[config.mk]
export PLATFORM = sky130hd
export DESIGN_NAME = pll_prescaler_reduced_cpu_clock_ratio_control
export DESIGN_NICKNAME = d
export VERILOG_FILES = /design/src/core/clock_divider_control_pkg.sv /design/src/core/prescale_if.sv /design/src/core/ref_prescaler.sv /design/src/core/pll_prescaler_reduced_cpu_clock_ratio_control.sv
export SDC_FILE = /design/constraint.sdc
export NUM_CORES = 1
export LEC_CHECK = 0
export ABC_AREA = 1
export BUFFER_PORTS_ARGS = -buffer_cell sky130_fd_sc_hd__buf_2
export CORE_ASPECT_RATIO = 1.75
export CORE_MARGIN = 2
export CORE_UTILIZATION = 41
export CTS_BUF_LIST = sky130_fd_sc_hd__clkbuf_4 sky130_fd_sc_hd__clkbuf_8
export DETAILED_ROUTE_END_ITERATION = 16
export PLACE_DENSITY = 0.78
export SETUP_SLACK_MARGIN = 0.4
export SYNTH_ARGS = -nofsm -noshare
export SYNTH_HDL_FRONTEND = slang
export SYNTH_SLANG_ARGS = --single-unit
[constraint.sdc]
create_clock -name sys_clk_i -period 1.8 [get_ports sys_clk_i]
set_clock_uncertainty 0.2 [all_clocks]
set_input_delay 0.18 -clock sys_clk_i [delete_from_list [all_inputs] [get_ports sys_clk_i]]
set_output_delay 0.18 -clock sys_clk_i [all_outputs]
set_load 0.02 [all_outputs]
[src/core/clock_divider_control_pkg.sv]
package clock_divider_control_pkg;
  // ----------------------------------------------------------------
  // register map
  // ----------------------------------------------------------------
  localparam int          ADDR_W         = 4;
  localparam logic [3:0]  CTRL_OFFSET    = 4'h0;
  localparam logic [3:0]  STATUS_OFFSET  = 4'h4;
  // ----------------------------------------------------------------
  // control field layout
  // ----------------------------------------------------------------
  localparam int          PRE_LSB        = 0;
  localparam int          PRE_W          = 4;
  localparam int          RATIO_LSB      = 12;
  localparam int          RATIO_W        = 3;
  localparam int          EN_BIT         = 11;
  localparam int          ROI_BIT        = 15;
  // ----------------------------------------------------------------
  // status field layout
  // ----------------------------------------------------------------
  localparam int          ST_RATIO_REJ   = 0;
  localparam int          ST_EN_REJ      = 1;
  localparam int          ST_PRE_REJ     = 2;
  localparam int          ST_ROI_CLR     = 3;
  // ----------------------------------------------------------------
  // reset values and limits
  // ----------------------------------------------------------------
  localparam logic [3:0]  PRE_RESET      = 4'h1;
  localparam logic [3:0]  PRE_MIN        = 4'h1;
  localparam logic [3:0]  PRE_MAX        = 4'h8;
  localparam logic [2:0]  RATIO_RESET    = 3'h0;
  localparam logic [2:0]  RATIO_ZERO     = 3'h0;
endpackage

[src/core/prescale_if.sv]
`timescale 1ns/100ps
interface prescale_if;
  logic [3:0] prescale_ratio;
  logic       ref_tick;
  logic       pfd_tick;
  modport ctrl (output prescale_ratio, output ref_tick, input pfd_tick);
  modport div  (input prescale_ratio, input ref_tick, output pfd_tick);
endinterface

[src/core/ref_prescaler.sv]
`timescale 1ns/100ps
module ref_prescaler (
  input  wire logic sys_clk_i,
  input  wire logic rstn_i,
  prescale_if.div   pre
);
  import clock_divider_control_pkg::*;

  // ----------------------------------------------------------------
  // divide reference ticks by the prescale ratio
  // ----------------------------------------------------------------
  logic [3:0] cnt_q;
  logic [3:0] cnt_d;
  logic       tick_q;
  logic       tick_d;

  // ratio may change mid-count; a count already past the new end wraps
  // on the next reference tick, which is the short glitch the loop is expected to absorb
  always_comb begin
    cnt_d  = cnt_q;
    tick_d = 1'b0;
    if (pre.ref_tick) begin
      if (cnt_q >= pre.prescale_ratio - 4'h1) begin
        cnt_d  = 4'h0;
        tick_d = 1'b1;
      end else begin
        cnt_d = cnt_q + 4'h1;
      end
    end
  end

  always_ff @(posedge sys_clk_i) begin
    if (!rstn_i) begin
      cnt_q  <= 4'h0;
      tick_q <= 1'b0;
    end else begin
      cnt_q  <= cnt_d;
      tick_q <= tick_d;
    end
  end

  assign pre.pfd_tick = tick_q;
endmodule

[src/core/pll_prescaler_reduced_cpu_clock_ratio_control.sv]
// Notes on behaviour
// prescaler divides reference by 1 to 8
// prescaler resets to divide by one
// ratio writes ignored while reduced_cpu_clock_ratio enabled
// enable ignored while ratio is zero
// interrupt clears enable when recovery set
// prescaler changes accepted while pll runs
`timescale 1ns/100ps
module pll_prescaler_reduced_cpu_clock_ratio_control (
  input  wire logic                      sys_clk_i,
  input  wire logic                      rstn_i,
  input  wire logic [clock_divider_control_pkg::ADDR_W-1:0] avs_address,
  input  wire logic                      avs_read,
  input  wire logic                      avs_write,
  input  wire logic [31:0]               avs_writedata,
  input  wire logic [3:0]                avs_byteenable,
  output logic      [31:0]               avs_readdata,
  output logic                           avs_waitrequest,
  input  wire logic                      irq_i,
  input  wire logic                      ref_tick_i,
  output logic                           pfd_tick_o,
  output logic      [3:0]                prescale_ratio_o,
  output logic      [2:0]                reduced_cpu_clock_ratio_o,
  output logic                           reduced_cpu_clock_enable_o,
  output logic                           recover_on_interrupt_o
);
  import clock_divider_control_pkg::*;

  // ----------------------------------------------------------------
  // elaboration checks
  // ----------------------------------------------------------------
  // ports and the prescaler counter are fixed at these widths, and the
  // control fields must not overlap inside the 16-bit register
  if (PRE_W != 4 || RATIO_W != 3) begin
    $error("control field widths do not match the ports");
  end
  if (PRE_MIN == 4'h0 || PRE_MIN > PRE_MAX) begin
    $error("prescaler range would allow divide by zero");
  end
  if (PRE_RESET < PRE_MIN || PRE_RESET > PRE_MAX) begin
    $error("prescaler reset code outside legal range");
  end
  if (PRE_LSB + PRE_W > EN_BIT || EN_BIT >= RATIO_LSB) begin
    $error("enable bit overlaps a neighbouring field");
  end
  if (RATIO_LSB + RATIO_W > ROI_BIT || ROI_BIT > 15) begin
    $error("ratio or recovery bit outside the register");
  end
  if (CTRL_OFFSET == STATUS_OFFSET) begin
    $error("control and status share one offset");
  end
  if (ST_ROI_CLR > 3) begin
    $error("status bits do not fit the 4-bit status word");
  end
  if (ADDR_W < 3) begin
    $error("address too narrow to reach the status offset");
  end

  // ----------------------------------------------------------------
  // bus handshake
  // ----------------------------------------------------------------
  logic        ack_q;
  logic        ack_d;
  logic        req;
  logic        acc;
  logic        hit_ctrl;
  logic        hit_stat;

  assign req      = avs_read | avs_write;
  assign acc      = req & ack_q;
  assign hit_ctrl = (avs_address == CTRL_OFFSET);
  assign hit_stat = (avs_address == STATUS_OFFSET);
  assign avs_waitrequest = req & ~ack_q;

  // one wait cycle per access gives time to register read data
  always_comb begin
    ack_d = req & ~ack_q;
  end

  always_ff @(posedge sys_clk_i) begin
    if (!rstn_i) begin
      ack_q <= 1'b0;
    end else begin
      ack_q <= ack_d;
    end
  end

  // ----------------------------------------------------------------
  // control register
  // ----------------------------------------------------------------
  logic [3:0] pre_q;
  logic [3:0] pre_d;
  logic [2:0] ratio_q;
  logic [2:0] ratio_d;
  logic       en_q;
  logic       en_d;
  logic       roi_q;
  logic       roi_d;
  logic [3:0] st_q;
  logic [3:0] st_d;
  logic       wr_ctrl;
  logic       wr_lo;
  logic       wr_hi;
  logic [3:0] new_pre;
  logic [2:0] new_ratio;
  logic       irq_recover;

  assign wr_ctrl     = acc & avs_write & hit_ctrl;
  assign wr_lo       = wr_ctrl & avs_byteenable[0];
  assign wr_hi       = wr_ctrl & avs_byteenable[1];
  assign new_pre     = avs_writedata[PRE_LSB +: PRE_W];
  assign new_ratio   = avs_writedata[RATIO_LSB +: RATIO_W];
  assign irq_recover = roi_q & irq_i & en_q;

  // status bits are sticky; an event in the clearing write wins
  always_comb begin
    pre_d   = pre_q;
    ratio_d = ratio_q;
    en_d    = en_q;
    roi_d   = roi_q;
    st_d    = st_q;
    if (acc && avs_write && hit_stat && avs_byteenable[0]) begin
      st_d = st_q & ~avs_writedata[3:0];
    end
    // reserved codes leave the divider on its last legal setting
    if (wr_lo) begin
      if (new_pre >= PRE_MIN && new_pre <= PRE_MAX) begin
        pre_d = new_pre;
      end else begin
        st_d[ST_PRE_REJ] = 1'b1;
      end
    end
    if (wr_hi) begin
      roi_d = avs_writedata[ROI_BIT];
      if (!en_q) begin
        ratio_d = new_ratio;
      end else if (new_ratio != ratio_q) begin
        st_d[ST_RATIO_REJ] = 1'b1;
      end
      // judged against the ratio as it stands after this write
      if (avs_writedata[EN_BIT] && ratio_d == RATIO_ZERO) begin
        en_d = 1'b0;
        st_d[ST_EN_REJ] = 1'b1;
      end else begin
        en_d = avs_writedata[EN_BIT];
      end
    end
    // hardware recovery overrides a software set in the same cycle
    if (irq_recover) begin
      en_d = 1'b0;
      st_d[ST_ROI_CLR] = 1'b1;
    end
  end

  always_ff @(posedge sys_clk_i) begin
    if (!rstn_i) begin
      pre_q   <= PRE_RESET;
      ratio_q <= RATIO_RESET;
      en_q    <= 1'b0;
      roi_q   <= 1'b0;
      st_q    <= 4'h0;
    end else begin
      pre_q   <= pre_d;
      ratio_q <= ratio_d;
      en_q    <= en_d;
      roi_q   <= roi_d;
      st_q    <= st_d;
    end
  end

  // ----------------------------------------------------------------
  // read data
  // ----------------------------------------------------------------
  logic [31:0] rdata_q;
  logic [31:0] rdata_d;

  // captured during the wait cycle; unmapped reads return zero
  always_comb begin
    rdata_d = rdata_q;
    if (avs_read && !ack_q) begin
      rdata_d = 32'h0;
      if (hit_ctrl) begin
        rdata_d[PRE_LSB +: PRE_W]     = pre_q;
        rdata_d[RATIO_LSB +: RATIO_W] = ratio_q;
        rdata_d[EN_BIT]               = en_q;
        rdata_d[ROI_BIT]              = roi_q;
      end else if (hit_stat) begin
        rdata_d[3:0] = st_q;
      end
    end
  end

  always_ff @(posedge sys_clk_i) begin
    if (!rstn_i) begin
      rdata_q <= 32'h0;
    end else begin
      rdata_q <= rdata_d;
    end
  end

  assign avs_readdata = rdata_q;

  // ----------------------------------------------------------------
  // reference prescaler
  // ----------------------------------------------------------------
  prescale_if pre_bus ();

  assign pre_bus.prescale_ratio = pre_q;
  assign pre_bus.ref_tick       = ref_tick_i;

  ref_prescaler ref_prescaler_inst (
    .sys_clk_i (sys_clk_i),
    .rstn_i    (rstn_i),
    .pre       (pre_bus.div)
  );

  assign pfd_tick_o                 = pre_bus.pfd_tick;
  assign prescale_ratio_o           = pre_q;
  assign reduced_cpu_clock_ratio_o  = ratio_q;
  assign reduced_cpu_clock_enable_o = en_q;
  assign recover_on_interrupt_o     = roi_q;
endmodule

==> flow_results.org <==
** Die
- For this configuration, the core starts out at a cell density of 42.4%.
- Die Area :: approximately 4500 um^2
- Die extent in y :: 87.2 um
- For this design the top-level I/O count stands at 89.
- After floorplanning, the core was divided into 30 placement rows.
- Area of the placeable core :: 3830 um^2
- Horiz. Die Dim :: 51.5 um

** Logic synthesis
- After synthesis, flip-flops and latches occupy 34.6% of the total area.
- Yosys printed 0 warnings.
- Averaged over all synthesized cells, the footprint is 6.99 um^2.
- Total standard cell area after synthesis :: roughly 1600 um^2
- Post-synthesis sequential element count :: 28
- Cell variety after synth :: 24
- Synthesis handed over a netlist of ~230 instances.

** Layout
- The post-route netlist has around 28% of its cells at a drive strength greater than 1.
- The finished cells cover 2050 um^2.
- At the end of the flow, the number of nets in the layout was approximately 340.
- Post-Route Utilization :: 53.4%
- Number of diodes :: 0
- Post-route insts no fill :: between 300 and 400
- After filler insertion, the fill cell instance count of the layout stands at between 400 and 500.
- Layout overhead on the synthesized area :: 26.2%

** Global route
- The first global-routing pass estimated 5710 um of wire.
- Initial antenna violation count :: 0
- Number of global-route vias before repair :: ~1300
- Entering global routing, the biggest net connects 19 pins.
- For this run the aggregate overflow at the end of global routing stands at 0.
- In the global route stage, overall resource usage came out at 16.1%.

** Clock tree
- TritonCTS clock tree :: yes
- TritonCTS Buffers :: 3
- Clock Tree Buf Depth :: 2
- The clock net in this run drives a total of 28 sinks.
- Deepest level of the CTS H-tree :: 1
- Clk_lat worst skew :: 0.27 ns
- Clock-pin slew was measured on the worst setup and hold paths at 0.10 ns.
- The tree is rooted in a clkbuf_8.

** Route
- Routed via count divided by cell count :: between 4 and 5
- The first detailed-routing pass took 4 iterations.
- Overall routed net length :: 3540 um
- Average wire per cell in the routed design :: between 10 and 15 um
- The first routing iteration left 27 violations.
- After detailed routing, the number of remaining DRC violations is 0.
- Summing over every cut layer, the via total after detailed routing is 1556.
- Antenna viol nets, final :: 0

** Run status
- The flow ran to the end, and the final reports show no timing, DRC or antenna violations.

** Pwr
- Across the VDD grid, the largest voltage drop is roughly 550 uV.
- The analysis attributes to cell leakage a power of 0.000996 uW.
- Dividing total power by cell area gives a power density of 613 nW/um^2.
- The design draws around 1300 uW.

** Place
- The count of buffers added on input and output ports is 40.
- Final weighted congestion of routability-driven global placement :: 0.768
- After detailed placement, the design holds a cell count of 317.
- HPWL after DPL :: 2680 um
- After detailed placement, the total cell area comes to between 1500 and 2000 um^2.

** Setup path
- On the worst path, the slowest cell contributes a delay of approximately 0.39 ns.
- By startpoint and endpoint, the worst setup path is classified as reg -> reg.
- The largest individual stage delay along the critical path comes from the cell dfxtp_4.
- Worst EP arrival :: 1.74 ns
- Crit path launch type :: flip-flop
- Crit end category :: flip-flop
- The worst register-to-register path has a depth of 11.
- Top fanout value on the critical path :: 4
- Walking the worst path, the cells encountered are inv_4 -> ha_4 -> xnor2_2 -> ha_1 -> nand2_1 -> inv_2 -> nand2_2 -> nand3_4 -> buf_6 -> nand3_2 -> inv_1.
- For the worst setup path, the data required time is 1.78 ns.

** STA
- Final critical-path share of the clock period :: 98.1%
- Timing would allow up to 0.566 GHz.
- The number of failing hold endpoints at the final stage is 0.
- RSZ-0062 raised after global routing :: true
- The tightest hold path in the finished design has a slack of 0.00768 ns.
- Minimum period implied by the final worst setup slack :: 1.77 ns
- Final setup violating endpoints :: 0
- Count of final max-slew check failures :: 0

** Worst hold path
- Worst hold path class :: in -> reg
- Counting instances, the worst hold path has a depth of 3.

** Job
- Max_cap viols :: 0
[flip-flops by register name, summed over array words and instances, names as in the netlist]
register,flops
ack_q,1
avs_readdata,9
prescale_ratio_o,4
recover_on_interrupt_o,1
reduced_cpu_clock_enable_o,1
reduced_cpu_clock_ratio_o,3
ref_prescaler_inst.cnt_q,4
ref_prescaler_inst.pre.pfd_tick,1
st_q,4
[metrics by stage]
step / setup TNS (ns) / setup slack [ns]
3_3_place_gp: 0 / 0.0275
5_1_grt: -0.219 / -0.0492
4_1_cts: 0 / 0.0387
3_5_place_dp: 0 / 0.00622
6_report: 0 / 0.0344
2_1_floorplan: 0 / 0.115
[cells by family (layout without fill, tap and decap cells)]
family	Yosys count	after routing	share of synthesized area (%)
simple gates	105	105	28.4
buf+inv	55	85	18.3
compound gates	30	30	10.0
flops	28	28	34.6
fa+ha+maj	6	6	4.63
xor+xnor	6	6	3.24
other cells	1	23	0.231
mux	1	1	0.617
[cell usage after synthesis]
cell type	number	share of area, %
nand2_1	54	12
dfxtp_1	28	35
inv_1	28	6.5
buf_4	24	11
nor2_1	20	4.6
nand3_1	19	5.9
a21oi_1	17	5.2
o21ai_0	7	2.2
ha_1	6	4.6
nor3_1	4	1.2
xnor2_1	4	2.2
clkbuf_1	3	0.69
o21a_1	3	1.4
nor2_2	2	0.77
nor2_4	2	1.4
o211ai_1	2	0.93
xor2_1	2	1.1
conb_1	1	0.23
mux2i_1	1	0.62
nand2_2	1	0.39
nand3_2	1	0.62
nand4_1	1	0.39
nor3_2	1	0.62
o21ai_1	1	0.31
[power breakdown]
part	leakage (uW)	internal [uW]	switching [uW]	total [uW]
Sequential	0.000230	636	12.2	648
Clock	0.0000288	195	186	382
Combinational	0.000737	71.1	154	225
Total	0.000996	902	352	1250
[final timing paths]
kind | from | end | slack, ns
worst max-delay path | prescale_ratio_o[0] | ref_prescaler_inst.pre.pfd_tick | 0.03
worst min-delay path | avs_read | ack_q | 0.008
worst min register to register | st_q[0] | st_q[0] | 0.27
worst max register to register | prescale_ratio_o[0] | ref_prescaler_inst.pre.pfd_tick | 0.03
[timing repair]
action,CTS,global route
setup endpoints to repair,5,17
cloned,0,0
endpoints found under the hold margin,4,0
pin swaps,11,6
buffers inserted,5,2
gates resized for setup,11,8
hold buffers,4,0
[critical path, delay by kind of cell, from the launching register on]
family / cells / cell delay, ns
adders and majority gates: 2 / 0.43
DFF: 1 / 0.39
and+or+nand+nor: 4 / 0.27
buffers and inverters: 4 / 0.24
xor gates and xnor gates: 1 / 0.12
[layout by cell type, fill, tap and decap left out, drive strengths merged]
master,n
a21oi,17
buf,49
clkbuf,4
conb,23
dfxtp,28
dlygate4sd3,4
ha,6
inv,28
mux2i,1
nand2,55
nand3,20
nand4,1
nor2,24
nor3,5
o211ai,2
o21a,3
o21ai,8
xnor2,4
xor2,2
[layer usage]
layer  wire length [um]  GRT usage [%]  vias to the layer above
met5                  0              0                        -
met3                138           1.20                        2
met1               1390           17.7                      724
met4                 10           3.11                        0
met2               2000           32.2                       38
li1                   -              -                      792
[cell type report]
class	count	area, um^2	area share [%]
repair buffers	53	312	15.2
clock buffers	4	55.1	2.69
multi-input cells	171	937	45.8
flip-flops and latches	28	572	28.0
well taps	48	60.1	2.94
inverters	28	110	5.38
Note: power is estimated with default switching activity, not from simulation.
